**src/rtl/port_pins_pkg.sv**
```systemverilog
/*
  Constants and types for the mode dependent port pin block.
  Assumes one clock domain and a plain byte-wide register port.
*/
package port_pins_pkg;

  // Operating modes, caught from the mode pins during reset
  typedef enum logic [1:0]
  {
    MODE_SINGLE   = 2'b00,
    MODE_EXPANDED = 2'b01,
    MODE_BOOT     = 2'b10,
    MODE_TEST     = 2'b11
  } op_mode_t;

  localparam int PORT_W   = 8;  // Width of a full port
  localparam int SERIAL_W = 6;  // Width of the serial port
  localparam int ADDR_W   = 8;  // Register address width

  // Register offsets
  localparam logic [7:0] OFS_A_DATA   = 8'h00;
  localparam logic [7:0] OFS_A_DIR    = 8'h01;
  localparam logic [7:0] OFS_B_DATA   = 8'h02;
  localparam logic [7:0] OFS_B_DIR    = 8'h03;
  localparam logic [7:0] OFS_C_DATA   = 8'h04;
  localparam logic [7:0] OFS_C_DIR    = 8'h05;
  localparam logic [7:0] OFS_D_DATA   = 8'h06;
  localparam logic [7:0] OFS_D_DIR    = 8'h07;
  localparam logic [7:0] OFS_E_DATA   = 8'h08;
  localparam logic [7:0] OFS_G_DATA   = 8'h09;
  localparam logic [7:0] OFS_G_DIR    = 8'h0A;
  localparam logic [7:0] OFS_OPTION   = 8'h0B;
  localparam logic [7:0] OFS_MODE     = 8'h0C;

  // Field positions in the option and shared pin registers
  localparam int OPT_OPEN_DRAIN = 0;
  localparam int OPT_PULLUP_B   = 1;
  localparam int G_RW_BIT       = 7;

  // Reset values
  localparam logic [7:0] DIR_RESET  = 8'h00;
  localparam logic [7:0] DATA_RESET = 8'h00;
  localparam logic [7:0] ZERO_BYTE  = 8'h00;
  localparam logic [7:0] ALL_ONES   = 8'hFF;

  // Port A bits that can carry a timer output compare
  localparam logic [7:0] TIMER_OC_MASK = 8'hF8;

  // One driven pin group: level and enable
  typedef struct packed
  {
    logic [PORT_W-1:0] out;
    logic [PORT_W-1:0] oe;
  } pin_drive_t;

  // Serial port pin group
  typedef struct packed
  {
    logic [SERIAL_W-1:0] out;
    logic [SERIAL_W-1:0] oe;
  } serial_drive_t;

  // Single pin
  typedef struct packed
  {
    logic out;
    logic oe;
  } bit_drive_t;

endpackage

```
**src/rtl/mode_port_pins.sv**
```systemverilog
/*
  Parallel port pin logic: ports A to E, the low address port and the
  shared read/write pin, with mode dependent bus functions.
  Assumes synchronous inputs on one clock, the mode pins stable during
  reset, and timer, serial and bus cores beside it supplying their drives.
*/
`timescale 1ns/1ns

module mode_port_pins
  import port_pins_pkg::*;
(
  input  wire logic                clock,
  input  wire logic                sys_rst,
  input  wire logic [1:0]          mode_pins,
  // Register port
  input  wire logic [ADDR_W-1:0]   reg_addr,
  input  wire logic [7:0]          reg_wdata,
  input  wire logic                reg_write,
  input  wire logic                reg_read,
  output      logic [7:0]          reg_rdata,
  // Pin levels
  input  wire logic [PORT_W-1:0]   timer_port_pin_in,
  input  wire logic [PORT_W-1:0]   high_address_port_pin_in,
  input  wire logic [PORT_W-1:0]   data_bus_port_pin_in,
  input  wire logic [SERIAL_W-1:0] serial_port_pin_in,
  input  wire logic [PORT_W-1:0]   analog_port_pin_in,
  input  wire logic                shared_read_write_pin_in,
  // Pin drives
  output      pin_drive_t          timer_port_drive,
  output      pin_drive_t          high_address_port_drive,
  output      pin_drive_t          data_bus_port_drive,
  output      pin_drive_t          low_address_port_drive,
  output      serial_drive_t       serial_port_drive,
  output      bit_drive_t          shared_read_write_drive,
  output      logic                high_address_pullup_en,
  // Timer side
  input  wire logic [PORT_W-1:0]   timer_compare_en,
  input  wire logic [PORT_W-1:0]   timer_compare_level,
  output      logic [PORT_W-1:0]   timer_capture_level,
  // Serial and SPI side
  input  wire serial_drive_t       serial_alt_drive,
  input  wire logic [SERIAL_W-1:0] serial_alt_en,
  output      logic [SERIAL_W-1:0] serial_alt_level,
  // Converter side
  output      logic [PORT_W-1:0]   analog_level,
  // External bus side
  input  wire logic                bus_active,
  input  wire logic                bus_read_cycle,
  input  wire logic [15:0]         bus_address,
  input  wire logic [7:0]          bus_wdata,
  output      logic [7:0]          bus_rdata
);

  ////////////////////////////////////////////////////////////////////
  // Mode and registers
  op_mode_t            mode_reg;           // Mode caught during reset
  logic                bus_mode;           // Expanded or test
  logic                single_mode;        // Single chip only
  logic [PORT_W-1:0]   a_data_reg;         // Port A latch
  logic [PORT_W-1:0]   a_dir_reg;          // Port A direction
  logic [PORT_W-1:0]   b_data_reg;         // Port B latch
  logic [PORT_W-1:0]   b_dir_reg;          // Port B direction
  logic [PORT_W-1:0]   c_data_reg;         // Port C latch
  logic [PORT_W-1:0]   c_dir_reg;          // Port C direction
  logic [SERIAL_W-1:0] d_data_reg;         // Port D latch
  logic [SERIAL_W-1:0] d_dir_reg;          // Port D direction
  logic                g_data_reg;         // Shared pin latch
  logic                g_dir_reg;          // Shared pin direction
  logic                open_drain_reg;     // Port C open drain select
  logic                pullup_b_reg;       // Port B pull-up enable
  pin_drive_t          a_next;             // Port A drive next
  pin_drive_t          b_next;             // Port B drive next
  pin_drive_t          c_next;             // Port C drive next
  pin_drive_t          f_next;             // Low address drive next
  serial_drive_t       d_next;             // Port D drive next
  bit_drive_t          g_next;             // Shared pin drive next
  logic [7:0]          rdata_next;         // Read data next

  assign bus_mode    = (mode_reg == MODE_EXPANDED) || (mode_reg == MODE_TEST);
  assign single_mode = (mode_reg == MODE_SINGLE);

  // Mode pins are sampled while reset is held
  always_ff @(posedge clock)
  begin
    if (sys_rst)
    begin
      mode_reg <= op_mode_t'(mode_pins);
    end
  end

  // Data latches take every write regardless of direction or mode
  always_ff @(posedge clock)
  begin
    if (sys_rst)
    begin
      a_data_reg <= DATA_RESET;
      b_data_reg <= DATA_RESET;
      c_data_reg <= DATA_RESET;
      d_data_reg <= DATA_RESET[SERIAL_W-1:0];
      g_data_reg <= 1'b0;
    end
    else if (reg_write)
    begin
      case (reg_addr)
        OFS_A_DATA: a_data_reg <= reg_wdata;
        OFS_B_DATA: b_data_reg <= reg_wdata;
        OFS_C_DATA: c_data_reg <= reg_wdata;
        OFS_D_DATA: d_data_reg <= reg_wdata[SERIAL_W-1:0];
        OFS_G_DATA: g_data_reg <= reg_wdata[G_RW_BIT];
        default:    ;
      endcase
    end
  end

  // Direction registers: one selects output, all clear at reset
  always_ff @(posedge clock)
  begin
    if (sys_rst)
    begin
      a_dir_reg <= DIR_RESET;
      b_dir_reg <= DIR_RESET;
      c_dir_reg <= DIR_RESET;
      d_dir_reg <= DIR_RESET[SERIAL_W-1:0];
      g_dir_reg <= 1'b0;
    end
    else if (reg_write)
    begin
      case (reg_addr)
        OFS_A_DIR: a_dir_reg <= reg_wdata;
        OFS_B_DIR: b_dir_reg <= reg_wdata;
        OFS_C_DIR: c_dir_reg <= reg_wdata;
        OFS_D_DIR: d_dir_reg <= reg_wdata[SERIAL_W-1:0];
        OFS_G_DIR: g_dir_reg <= reg_wdata[G_RW_BIT];
        default:   ;
      endcase
    end
  end

  // Option bits: open drain select and port B pull-ups
  always_ff @(posedge clock)
  begin
    if (sys_rst)
    begin
      open_drain_reg <= 1'b0;
      pullup_b_reg   <= 1'b0;
    end
    else if (reg_write && (reg_addr == OFS_OPTION))
    begin
      open_drain_reg <= reg_wdata[OPT_OPEN_DRAIN];
      pullup_b_reg   <= reg_wdata[OPT_PULLUP_B];
    end
  end

  ////////////////////////////////////////////////////////////////////
  // Pin drive selection
  genvar i;

  // Port A: compare pins follow the timer, others the direction
  generate
    for (i = 0; i < PORT_W; i++)
    begin : g_port_a
      logic oc_own;                                           // Timer owns this pin
      assign oc_own       = timer_compare_en[i] && TIMER_OC_MASK[i];
      assign a_next.oe[i]  = oc_own ? 1'b1 : a_dir_reg[i];
      assign a_next.out[i] = oc_own ? timer_compare_level[i] : a_data_reg[i];
    end
  endgenerate

  // Port D: enabled serial function overrides the latch
  generate
    for (i = 0; i < SERIAL_W; i++)
    begin : g_port_d
      assign d_next.oe[i]  = serial_alt_en[i] ? serial_alt_drive.oe[i] : d_dir_reg[i];
      assign d_next.out[i] = serial_alt_en[i] ? serial_alt_drive.out[i] : d_data_reg[i];
    end
  endgenerate

  // Ports B, C, low address and the shared pin by mode
  always_comb
  begin
    if (bus_mode)
    begin
      b_next.out = bus_address[15:8];
      b_next.oe  = ALL_ONES;
      f_next.out = bus_address[7:0];
      f_next.oe  = ALL_ONES;
      c_next.out = bus_wdata;
      c_next.oe  = (bus_active && !bus_read_cycle) ? ALL_ONES : ZERO_BYTE;
      g_next.out = !(bus_active && !bus_read_cycle);
      g_next.oe  = 1'b1;
    end
    else
    begin
      b_next.out = b_data_reg;
      b_next.oe  = b_dir_reg;
      f_next.out = ZERO_BYTE;
      f_next.oe  = ZERO_BYTE;
      if (open_drain_reg && single_mode)
      begin
        c_next.out = ZERO_BYTE;
        c_next.oe  = c_dir_reg & ~c_data_reg;
      end
      else
      begin
        c_next.out = c_data_reg;
        c_next.oe  = c_dir_reg;
      end
      g_next.out = g_data_reg;
      g_next.oe  = g_dir_reg;
    end
  end

  // Drive outputs come from flip-flops; all released at reset
  always_ff @(posedge clock)
  begin
    if (sys_rst)
    begin
      timer_port_drive        <= '0;
      high_address_port_drive <= '0;
      data_bus_port_drive     <= '0;
      low_address_port_drive  <= '0;
      serial_port_drive       <= '0;
      shared_read_write_drive <= '0;
      high_address_pullup_en  <= 1'b0;
    end
    else
    begin
      timer_port_drive        <= a_next;
      high_address_port_drive <= b_next;
      data_bus_port_drive     <= c_next;
      low_address_port_drive  <= f_next;
      serial_port_drive       <= d_next;
      shared_read_write_drive <= g_next;
      high_address_pullup_en  <= pullup_b_reg;
    end
  end

  // Peripheral views of the pins; port E is input only
  assign timer_capture_level = timer_port_pin_in;
  assign serial_alt_level    = serial_port_pin_in;
  assign analog_level        = analog_port_pin_in;
  assign bus_rdata           = data_bus_port_pin_in;

  ////////////////////////////////////////////////////////////////////
  // Register reads
  // Input bits show the pin, output bits the driver input
  function automatic logic [7:0] pin_view(input logic [7:0] oe, input logic [7:0] drv,
                                          input logic [7:0] pin);
    pin_view = (oe & drv) | (~oe & pin);
  endfunction

  always_comb
  begin
    case (reg_addr)
      OFS_A_DATA: rdata_next = pin_view(a_next.oe, a_next.out, timer_port_pin_in);
      OFS_A_DIR:  rdata_next = a_dir_reg;
      OFS_B_DATA: rdata_next = pin_view(b_next.oe, b_next.out, high_address_port_pin_in);
      OFS_B_DIR:  rdata_next = b_dir_reg;
      OFS_C_DATA: rdata_next = pin_view(c_next.oe, c_next.out, data_bus_port_pin_in);
      OFS_C_DIR:  rdata_next = c_dir_reg;
      OFS_D_DATA: rdata_next = {2'b00, (d_next.oe & d_next.out) | (~d_next.oe & serial_port_pin_in)};
      OFS_D_DIR:  rdata_next = {2'b00, d_dir_reg};
      OFS_E_DATA: rdata_next = analog_port_pin_in;
      OFS_G_DATA: rdata_next = {(g_next.oe ? g_next.out : shared_read_write_pin_in), 7'h00};
      OFS_G_DIR:  rdata_next = {g_dir_reg, 7'h00};
      OFS_OPTION: rdata_next = {6'h00, pullup_b_reg, open_drain_reg};
      OFS_MODE:   rdata_next = {6'h00, mode_reg};
      default:    rdata_next = ZERO_BYTE;
    endcase
  end

  // Read data stands one cycle after the strobe, zero otherwise
  always_ff @(posedge clock)
  begin
    if (sys_rst)
    begin
      reg_rdata <= ZERO_BYTE;
    end
    else
    begin
      reg_rdata <= reg_read ? rdata_next : ZERO_BYTE;
    end
  end
endmodule

```
**config.mk**
```make
export PLATFORM = sky130hd
export DESIGN_NAME = mode_port_pins
export DESIGN_NICKNAME = d
export VERILOG_FILES = /design/src/rtl/port_pins_pkg.sv /design/src/rtl/mode_port_pins.sv
export SDC_FILE = /design/constraint.sdc
export NUM_CORES = 1
export LEC_CHECK = 0
export ABC_CLOCK_PERIOD_IN_PS = 1500
export BUFFER_PORTS_ARGS = -buffer_cell sky130_fd_sc_hd__buf_2
export CAP_MARGIN = 25
export CORE_MARGIN = 5
export CORE_UTILIZATION = 35
export CTS_CLUSTER_DIAMETER = 80
export DETAILED_ROUTE_END_ITERATION = 6
export MAX_ROUTING_LAYER = met4
export PLACE_DENSITY = 0.6
export SLEW_MARGIN = 10
export SYNTH_ARGS = -nofsm -noshare
export SYNTH_HDL_FRONTEND = slang
export SYNTH_SLANG_ARGS = --single-unit
```
**constraint.sdc**
```tcl
create_clock -name clock -period 1.5 [get_ports clock]
set_input_delay 0 -clock clock [delete_from_list [all_inputs] [get_ports clock]]
set_output_delay 0 -clock clock [all_outputs]
set_load 0.03 [all_outputs]
```
# Word level (Yosys, flattened, before mapping)
# Index checks and enable logic that the tools add are counted.
[totals]
ramBits = 0
output_inout_bits = 117
latch_bits = 0
mem_count = 0
regBits = 153
romBits = 0
wordCells = 111
[classes]
addsub = 0
reduce_logical = 20
multipliers = 0
muxes = 30
n_eq_ne = 14
magnitude_cmp = 0
bitwise = 20
shifts = 0
div_mod_pow = 0
[op_table]
columns = ["operator", "n"]
rows = [
  ["case mux 8 bit (13 select lines)", 1],
  ["AND 8 bit", 7],
  ["2-to-1 mux 16 bit", 3],
  ["equality test 8 x 4 -> 1 bit, second input constant", 5],
  ["equality test 8 x 3 -> 1 bit, second input constant", 4],
  ["NOT 8 bit", 4],
  ["bitwise OR 8 bit", 3],
  ["2-to-1 mux 1 bit", 23],
  ["AND reduction 2 bit", 10],
  ["equality test 8 x 2 -> 1 bit, second input constant", 2],
  ["2-to-1 mux 8 bit", 2],
  ["AND 6 bit", 2],
  ["equality test 8 x 1 -> 1 bit, second input constant", 1],
  ["logical NOT 8 bit", 1],
  ["NOT 6 bit", 1],
  ["bitwise OR 6 bit", 1],
  ["OR reduction 2 bit", 2],
  ["logical AND 1 bit", 3],
  ["equality test 2 x 1 -> 1 bit, second input constant", 1],
  ["equality test 2 bit, second input constant", 1],
  ["logical NOT 1 bit", 2],
  ["logical NOT 2 bit", 1],
  ["2-to-1 mux 2 bit", 1],
  ["NOT 1 bit", 2],
  ["logical OR 1 bit", 1],
]

# Logic depth before layout (Yosys ltp)
# Gate-level depths: netlist of the first run.
[logic_depth]
word_depth = 8
mapped_depth = 7

# Worst setup path after synthesis of the first run
# No wires, ideal clock.
[synth_path]
path_type = "input -> register"
start = "in reg_addr[7]"
end = "reg b_dir_reg[0]"
cell_stages = 6
required_time_ps = 1372
arrival_time_ps = 1487
setup_time_ps = 128
n_path_buf = 1
path_slack_ps = -114
path_cell_list = "or4_4 -> buf_6 -> nor3_4 -> nand4_4 -> mux2i_1 -> nor2_1"
[synth_between]
elab_chain_cells = 2
[synth_rtl]
columns = ["element", "line", "text"]
rows = [
  ["start: declaration", "mode_port_pins.sv:16", "input wire logic [ADDR_W-1:0] reg_addr,"],
  ["equality test 8 x 2 -> 1 bit", "mode_port_pins.sv:128", "case (reg_addr)"],
  ["AND reduction 2 bit (no line)", "--", ""],
  ["end signal: assignment", "mode_port_pins.sv:130", "OFS_B_DIR: b_dir_reg <= reg_wdata;"],
  ["end: declaration", "mode_port_pins.sv:62", "logic [PORT_W-1:0] b_dir_reg;"],
]
# Every way passes these cells.
# A chain may end at the register's enable or synchronous reset.

# Worst setup path in the final report of the first run
[layout_path]
start = "reg mode_reg[0]"
end = "reg reg_rdata[5]"
[layout_between]
elab_chain_cells = 8
word_cells_on_any_way = 17
[layout_rtl]
columns = ["element", "line", "text"]
rows = [
  ["start: declaration", "mode_port_pins.sv:56", "op_mode_t mode_reg;"],
  ["start signal: assignment", "mode_port_pins.sv:87", "mode_reg <= op_mode_t'(mode_pins);"],
  ["logical NOT 2 bit", "mode_port_pins.sv:80", "assign single_mode = (mode_reg == MODE_SINGLE);"],
  ["logical AND 1 bit", "mode_port_pins.sv:198", "if (open_drain_reg && single_mode)"],
  ["2-to-1 mux 16 bit", "mode_port_pins.sv:198", ""],
  ["2-to-1 mux 16 bit", "mode_port_pins.sv:181", "if (bus_mode)"],
  ["NOT 8 bit", "mode_port_pins.sv:249", "pin_view = (oe & drv) | (~oe & pin);"],
  ["AND 8 bit", "mode_port_pins.sv:249", ""],
  ["bitwise OR 8 bit", "mode_port_pins.sv:249", ""],
  ["case mux 8 bit (13 select lines) *", "mode_port_pins.sv:254", "case (reg_addr)"],
  ["end signal: assignment", "mode_port_pins.sv:281", "reg_rdata <= reg_read ? rdata_next : ZERO_BYTE;"],
  ["end: declaration", "mode_port_pins.sv:20", "output logic [7:0] reg_rdata,"],
]
# Every way passes the cells marked *; elsewhere a longest branch is shown, timed or not.

==> summary.md, run 1 <==
The run finished, with violations left. The checks that failed: negative setup slack. For this run, the slowest stage of the critical path takes 420 ps.

The sequential cell area in the final layout is 2940 um2, and the number of vias per cell after detailed routing is 5.00. Dividing the final minimum period by the clock period gives 111%. The tools report the TritonCTS buffer count as 17. The run gives 5 as the first-pass detailed-route iteration total. For this run, design rule violations remaining after detail routing come to 0. The worst setup path is captured at a register. The number of nets in the finished design is 1193, and the first-pass GRT wire length is 36.7 mm. The final hold violation count is 0. Total power for the finished layout comes to 9.98 mW. Counting both buffers and inverters, the worst setup path holds a total of 2. In this run, synthesis inferred 2 flip-flops with an integrated enable.

The count of port buffers added during placement works out to 231. In the final routed layout, each cell accounts on average for 18.3 um. The critical path is of the register to register type. The total of max-cap violations is 0. When the netlist entered floorplanning its net count stood at 845. The post-synthesis sequential element count is 146, and the count of mapped cells out of synthesis is 724. Endpoint required time on the critical path: 1850 ps. The count of nets left with antenna violations once routing finished came out at 0. The number of cells on the worst reg-to-reg path is 7.

The area occupied by multi-input gates is 3440 um2. After filler insertion, the fill cell instance count of the layout stands at 1711. The later pin in the worst-skew pair is clocked with a latency of 430 ps. The average instance in the mapped netlist occupies 9.10 um2. The largest driver fanout on the critical path was 8; the initial detailed-routing violation count was 295. The cell that appears most often on the critical path is sky130_fd_sc_hd__buf_6.

The worst-case IR drop observed on VDD is 0.000817 V. The warning count from the yosys run was 0; the number of top-level pins was 238. The final worst setup slack was -165 ps; the via count of the first global-routing pass was 6625.

Power per unit of standard cell area: 990 nW/um2. The floorplan step set the die width to 147 um. The kind of path behind the tightest hold check was primary input to register. The share of total power dissipated in sequential elements is 40.1%. Leading register cell type out of synthesis: sky130_fd_sc_hd__dfxtp_1. After synthesis the cells add up to 6590 um2.

After synthesis, flip-flops and latches occupy 44.7% of the total area. The placer's final routability congestion estimate is 0.911. The timing startpoint of the critical path was mode_reg[0]$_DFFE_PP_. The tools report the initial antenna violation count as 1. The worst hold path begins at sys_rst.

The internal power was 7.11 mW. Counting every sink on the clock net gives 146. After synthesis, the share of flip-flops with an asynchronous set or reset is 0%.

Maximum number of pins on one net before global-route repair: 61. Clock tree synthesis selected as its root buffer the cell sky130_fd_sc_hd__clkbuf_16. Detailed routing inserted a total of 6596 vias. For the sum of net half-perimeters after detailed placement, the log shows 17.6 mm. The worst path in the final design needs a cycle of 1660 ps, including I/O delays and setup. The share of post-route cells with drive strength above 1 was 40.0%; the headroom to the max-slew limit was 52.7%. Per report_power, the clock group accounts for 43.9% of the total.

Once the floorplan was initialized, standard cells occupied 35.3% of the core. The worst setup path is launched from a register. The logs give 601 MHz for the maximum clock frequency and 50 for the number of rows in the core area. The number of cells on the worst hold path works out to 3. After synthesis, the netlist uses 59 different library cells. In this run the deepest clock path goes through 2 buffers. In the global route stage, overall resource usage came out at 22.5%. The core area was 18600 um2; the switching fraction of total power was 28.8%. The largest registers in the layout are data_bus_port_drive (16), high_address_port_drive (16), timer_port_drive (16).

Counting buffers and inverters, the worst setup path is 7 cells deep. At the pin with the least slew margin, the transition time is 709 ps. The run gives 15.9% as the share of total power in combinational logic. Setup repair after global routing could not meet its margin everywhere. For this block, the routed nets add up to 24.1 mm of wire. Grouping stages by cell kind, the critical path spends the most delay in simple AND/OR/NAND/NOR gates. In this run the number of H-tree levels came out at 4. The die covers 21700 um2. The analysis attributes to cell leakage a power of 4.82 nW. Compared with the post-synthesis result, the final layout area differs by 53.1%. After clock tree synthesis, the clock-pin slew on the worst setup and hold paths is 60 ps. TritonCTS built the clock tree.

The max-slew violation count is 0. The logs give 2010 ps for the data arrival at the endpoint of the critical path and 8 for the setup violation total in the final timing report. For this run the aggregate overflow at the end of global routing stands at 0. For the net switching power of the design, the log shows 2.88 mW.

For the final database, setup skew stands at 12.5 ps. For the final sum of negative setup slack, the log shows -1000 ps. The slowest stage of the critical path belongs to the cell sky130_fd_sc_hd__edfxtp_1. The critical path goes through buf_6 > nand3b_1 > buf_6 > nor2_4 > nor4_4 > o31ai_2 > a21oi_1. The tools report the worst reg2reg path startpoint as mode_reg[0]$_DFFE_PP_. Height of the die: 147 um.
-- through the flow --
stage / setup slack [ps] / hold WS (ps) / std cells / utilization [%] / instance area (um2)
global placement: -341 / 183 / 1209 / 45.1 / 8400
CTS: -156 / 40.8 / 1315 / 53.3 / 9940
finish: -165 / 67.7 / 1320 / 54.1 / 10100
floorplan: -114 / 98.9 / 724 / - / 6600
detailed placement: -380 / 181 / 1209 / 45.1 / 8400
global route: -189 / 68.0 / 1320 / 54.1 / 10100
-- worst min-delay path, stage by stage --
cell and delay [ps]:
sky130_fd_sc_hd__buf_4 130, sky130_fd_sc_hd__buf_4 210, sky130_fd_sc_hd__nor2_1 110
-- layer usage --
| metal | global-route usage, % | vias to the layer above | part of all wire, % |
|---|---|---|---|
| li1 | - | 3183 | - |
| met1 | 28.0 | 3102 | 43 |
| met2 | 36.9 | 282 | 48 |
| met3 | 5.18 | 29 | 7.7 |
| met4 | 6.10 | 0 | 2.0 |
| met5 | - | - | 0 |
-- cell usage in the layout (no fill, tap or decap), drive strengths merged, types with 4 or more instances in the layout --
cell,instances
and2,9
nand3,19
a21oi,37
nor2,129
inv,15
dfxtp,144
nor2b,15
nor3,4
a22oi,8
nand4,4
nand2b,9
mux2,9
dlygate4sd3,70
clkbuf,18
nor3b,4
o31ai,4
a31oi,11
nand2,55
o21ai,24
a2111oi,4
buf,339
mux2i,101
a211oi,4
-- timing repair --
item | CTS | global route
gates resized for setup | 53 | 25
hold endpoints to repair | 96 | 0
hold buffers | 70 | 0
endpoints found under the setup margin | 8 | 13
pin swaps | 21 | 12
buffers inserted | 6 | 4
-- cell usage after synthesis (all sizes together), types with 5 or more instances --
library cell | instances | area [um2]
inv | 5 | 18.8
nor2 | 129 | 487
nand2 | 55 | 206
clkbuf | 34 | 128
nor2b | 15 | 93.8
o21ai | 24 | 120
mux2i | 101 | 1010
nand3 | 19 | 143
a31oi | 11 | 68.8
mux2 | 9 | 101
a21oi | 37 | 185
buf | 46 | 330
and2 | 9 | 56.3
nand2b | 9 | 56.3
dfxtp | 144 | 2880
a22oi | 8 | 60.1
-- path summary, 6_finish.rpt --
path | slack (ps) | endpoint
worst max-delay path | -160 | reg_rdata[5]$_SDFF_PP0_
worst min-delay path | 70 | c_data_reg[6]$_SDFFE_PP0P_
worst max register to register | -160 | reg_rdata[5]$_SDFF_PP0_
worst min register to register | 460 | high_address_port_drive[11]$_SDFF_PP0_
-- kinds of logic after synthesis --
kind of cell	synth area share, %
AO/OA/AOI/OAI	11.7
buffers and inverters	7.24
flip-flops	44.7
multiplexers	17.2
AND/OR/NAND/NOR	19.2
-- cell type report --
cell class | count | share of cell area [%]
diodes | 1 | 0.0248
clock buffers | 18 | 4.47
clock inverters | 14 | 1.51
inverters | 5 | 0.223
multi-input cells | 493 | 34.2
flip-flops and latches | 146 | 29.2
well taps | 234 | 2.90
repair buffers | 409 | 27.5
-- power groups by stage --
stage | logic, mW | clock network [mW] | registers (mW)
floorplan | 0.588 | 0 | 4.28
global placement | 1.32 | 0 | 4.09
finish | 1.59 | 4.39 | 4.01
global route | 1.69 | 4.65 | 4.02
CTS | 1.54 | 4.47 | 4.01
detailed placement | 1.33 | 0 | 4.09
(Power assumes the default switching activity.)
==> run 2, diff against run 1 <==
- ABC_CLOCK_PERIOD_IN_PS: 1500 -> 2200
- PLACE_DENSITY: 0.6 -> 0.58
- clock period: 1.5 -> 2.2 ns (I/O delays scaled with it)
==> run 2 against run 1 <==
- the run now ends clean
- hold slack gained 28 ps
- register-to-register slack improved by 530 ps
- utilization fell by 5.2 points
- largest power group unchanged
- highest routed layer unchanged
==> summary.md, run 2 (same netlist as run 1, synthesis figures left out) <==
For the initial detailed-routing violation count, the log shows 424 (+44%). The number of buffer and inverter instances along the worst setup path was 2 (unchanged); the first-pass GRT wire length was 35.0 mm (-4.6%). The logs give 4 (+3) for the initial antenna violation count and 0 (unchanged) for the count of nets left with antenna violations after detail routing.

The sequential cell area in the final layout was 2940 um2 (unchanged); the via count of the first global-routing pass was 6177 (-6.8%). The final wirelength was 22.7 mm (-5.7%). The stage delay of the slowest cell on the critical path works out to 460 ps (+40 ps). The clock period minus worst slack was 1840 ps (+170 ps); the post-cts gate resize count was 0 (-100%).

The final hold violation count is 0 (unchanged), and the die area is 21700 um2 (unchanged). The kind of cell adding the most delay to the critical path was compound AO/OA/AOI/OAI gates. Traced cell by cell, the critical path runs through inv_1 > buf_4 > nand3_1 > a21oi_1 > o21ai_0 > a21oi_1. The internal power was 4.90 mW (-31%). The worst setup path is captured at a register. STA classifies the critical path startpoint as a register. The clock latency of the later-clocked register in the worst-skew pair came out at 430 ps (about the same). The final worst-path cycle share is 83.4% (-28 points).

The total setup buffers inserted after CTS was 0 (-6). The worst reg-to-reg setup slack was 360 ps (+530 ps); the maximum clock frequency was 545 MHz (-9.3%). The share of post-route cells with drive strength above 1 is 31.1% (-8.9 points).

The clock sink count was 146 (unchanged); the clock slew seen by the registers of the worst setup and hold paths was 60 ps (about the same). Part of the total power dissipated in sequential elements: 40.8% (+0.7 points). The net switching power of the design came out at 1.81 mW (-37%).

The run gives 50 (unchanged) as the number of rows in the core area. The run gives 238 (unchanged) as the number of top-level pins. Final sum of negative setup slack: 0 ps (+1000 ps). The kind of path behind the tightest hold check was primary input to register. Final worst hold slack: 95.5 ps (+27.9 ps).

Start-to-end type of the worst setup path: register to register. Width of the die: 147 um (unchanged). The number of vias per cell after detailed routing is 4.97 (-0.55%), and the largest driver fanout on the critical path is 13 (+5). The leakage component of the power is 4.35 nW (-9.8%).

For the number of nets in the finished design, the log shows 1112 (-6.8%). Max-slew violation count: 0 (unchanged). The global router's overall resource usage came out at 21.5% (-1.0 points). For the endpoint required time on the critical path, the log shows 2540 ps (+690 ps). The root buffer cell chosen for the clock tree is sky130_fd_sc_hd__clkbuf_16. The filler cell count in the final layout was 1842 (+7.7%); the wire length per cell after detailed routing was 18.3 um (+0.27%).

The setup clock skew after layout was 13.5 ps (+0.950 ps). TritonCTS built the clock tree. The core area was 18600 um2 (unchanged); the data arrival at the endpoint of the critical path was 2170 ps (+160 ps).

The tools report the TritonCTS buffer count as 17 (unchanged). The run gives 0 (-8) as the setup violation total in the final timing report. The peak supply drop was 0.000509 V (-38%).

Setup repair after global routing left no endpoint under its margin. The run gives 3170 um2 (-8.0%) as the area occupied by multi-input gates. The tools report the first-pass detailed-route iteration total as 5 (unchanged). For the total of max-cap violations, the log shows 0 (unchanged). The largest registers in the layout are data_bus_port_drive (16), high_address_port_drive (16), timer_port_drive (16).

Counting stages on the worst path, the most repeated cell is sky130_fd_sc_hd__a21oi_1. The headroom to the max-slew limit was 46.9% (-5.8 points); the total power was 6.71 mW (-33%). The number of vias in the routed layout was 6172 (-6.4%); the power per unit of standard cell area was 736 nW/um2 (-26%).

The total congestion overflow after global routing is 0 (unchanged), and the area growth from synthesis to layout is 38.4%. Maximum number of pins on one net before global-route repair: 78 (+28%). The library cell used most frequently in the layout, excluding fill and tap cells, is sky130_fd_sc_hd__buf_2. The tools report the placer's final routability congestion estimate as 0.881 (-3.3%). The run finished with clean final reports. The library cells used most frequently in the layout, excluding fill and tap cells, are 230 x sky130_fd_sc_hd__buf_2, 144 x sky130_fd_sc_hd__dfxtp_1, 128 x sky130_fd_sc_hd__nor2_1. The proportion of power drawn by the clock network is 45.4% (+1.5 points). Count of port buffers added during placement: 231 (unchanged). Initial cell density of the core: 35.3% (unchanged). The sum of net half-perimeters after detailed placement was 16.2 mm (-7.6%); the share of total power in combinational logic was 13.8% (-2.1 points). The tools report the H-tree depth reported by CTS as 4 (unchanged). The count of unresolved DRC violations after routing was 0 (unchanged); the height of the die was 147 um (unchanged). The maximum clock insertion buffer count is 2 (unchanged), and the switching fraction of total power is 26.9% (-1.9 points).

Pin slew with the least headroom to its limit: 796 ps (+86.8 ps). Among all stages on the critical path, the largest delay is contributed by sky130_fd_sc_hd__edfxtp_1.
-- run 2: cell types whose count changed in the layout (fill, tap and decap cells not counted), sizes merged --
| cell | previous run | this run |
|---|---|---|
| buf | 339 | 257 |
| bufinv | 1 | 3 |
| clkbuf | 18 | 19 |
| clkinv | 1 | 5 |
| clkinvlp | 2 | 1 |
| diode | 1 | 4 |
| dlygate4sd3 | 70 | 71 |
| inv | 15 | 9 |
-- run 2: layout make-up --
| cell class | count | area share [%] |
|---|---|---|
| multi-input combinational | 493 | 34.8 |
| sequential | 146 | 32.3 |
| timing repair buffer | 328 | 22.6 |
| clock buffer | 19 | 4.86 |
| tap | 234 | 3.21 |
| clock inverter | 13 | 1.92 |
| inverter | 5 | 0.206 |
| antenna | 4 | 0.110 |
-- run 2: path summary, 6_finish.rpt --
path                                            startpoint                         end  depth (start not counted)
worst min-delay path                 analog_port_pin_in[3]     reg_rdata[3]$_SDFF_PP0_                          4
worst max-delay path                 mode_reg[0]$_DFFE_PP_     reg_rdata[0]$_SDFF_PP0_                          6
worst min register to register  a_data_reg[2]$_SDFFE_PP0P_  a_data_reg[2]$_SDFFE_PP0P_                          2
worst max register to register       mode_reg[0]$_DFFE_PP_     reg_rdata[0]$_SDFF_PP0_                          6
-- run 2: routing by layer --
| layer | up-vias | track usage, % | part of all wire (%) |
|---|---|---|---|
| li1 | 3027 | - | - |
| met1 | 2875 | 27.1 | 44 |
| met2 | 244 | 34.6 | 48 |
| met3 | 26 | 5.55 | 7.3 |
| met4 | 0 | 5.36 | 1.5 |
| met5 | - | - | 0 |
-- run 2: worst min-delay path, cell delays in order --
cell                       delay, ps
sky130_fd_sc_hd__buf_2           100
sky130_fd_sc_hd__and4_1          180
sky130_fd_sc_hd__a311oi_1         50
sky130_fd_sc_hd__a31oi_1         160
-- run 2: power groups by stage --
stage                     clock network [mW]  registers (mW)  logic (mW)
final                                   3.05            2.73       0.927
after global routing                    3.25            2.74       0.992
after CTS                               3.11            2.73       0.927
after detailed placement                   0            2.79       0.827
after global placement                     0            2.79       0.826
after floorplan                            0            2.92       0.398
-- run 2: stage by stage --
| stage | util, % | instances | area, um2 | setup WS, ps |
|---|---|---|---|---|
| finish | 48.9 | 1242 | 9110 | 365 |
| global route | 48.9 | 1242 | 9110 | 221 |
| floorplan | - | 724 | 6590 | 586 |
| global placement | 41.7 | 1135 | 7780 | 329 |
| detailed placement | 41.7 | 1135 | 7780 | 307 |
| CTS | 48.8 | 1238 | 9100 | 374 |
-- run 2: timing repair --
item / 4_1_cts / 5_1_grt
hold buffers: 71 / 0
endpoints found under the hold margin: 89 / 0
setup endpoints to repair: 0 / 0
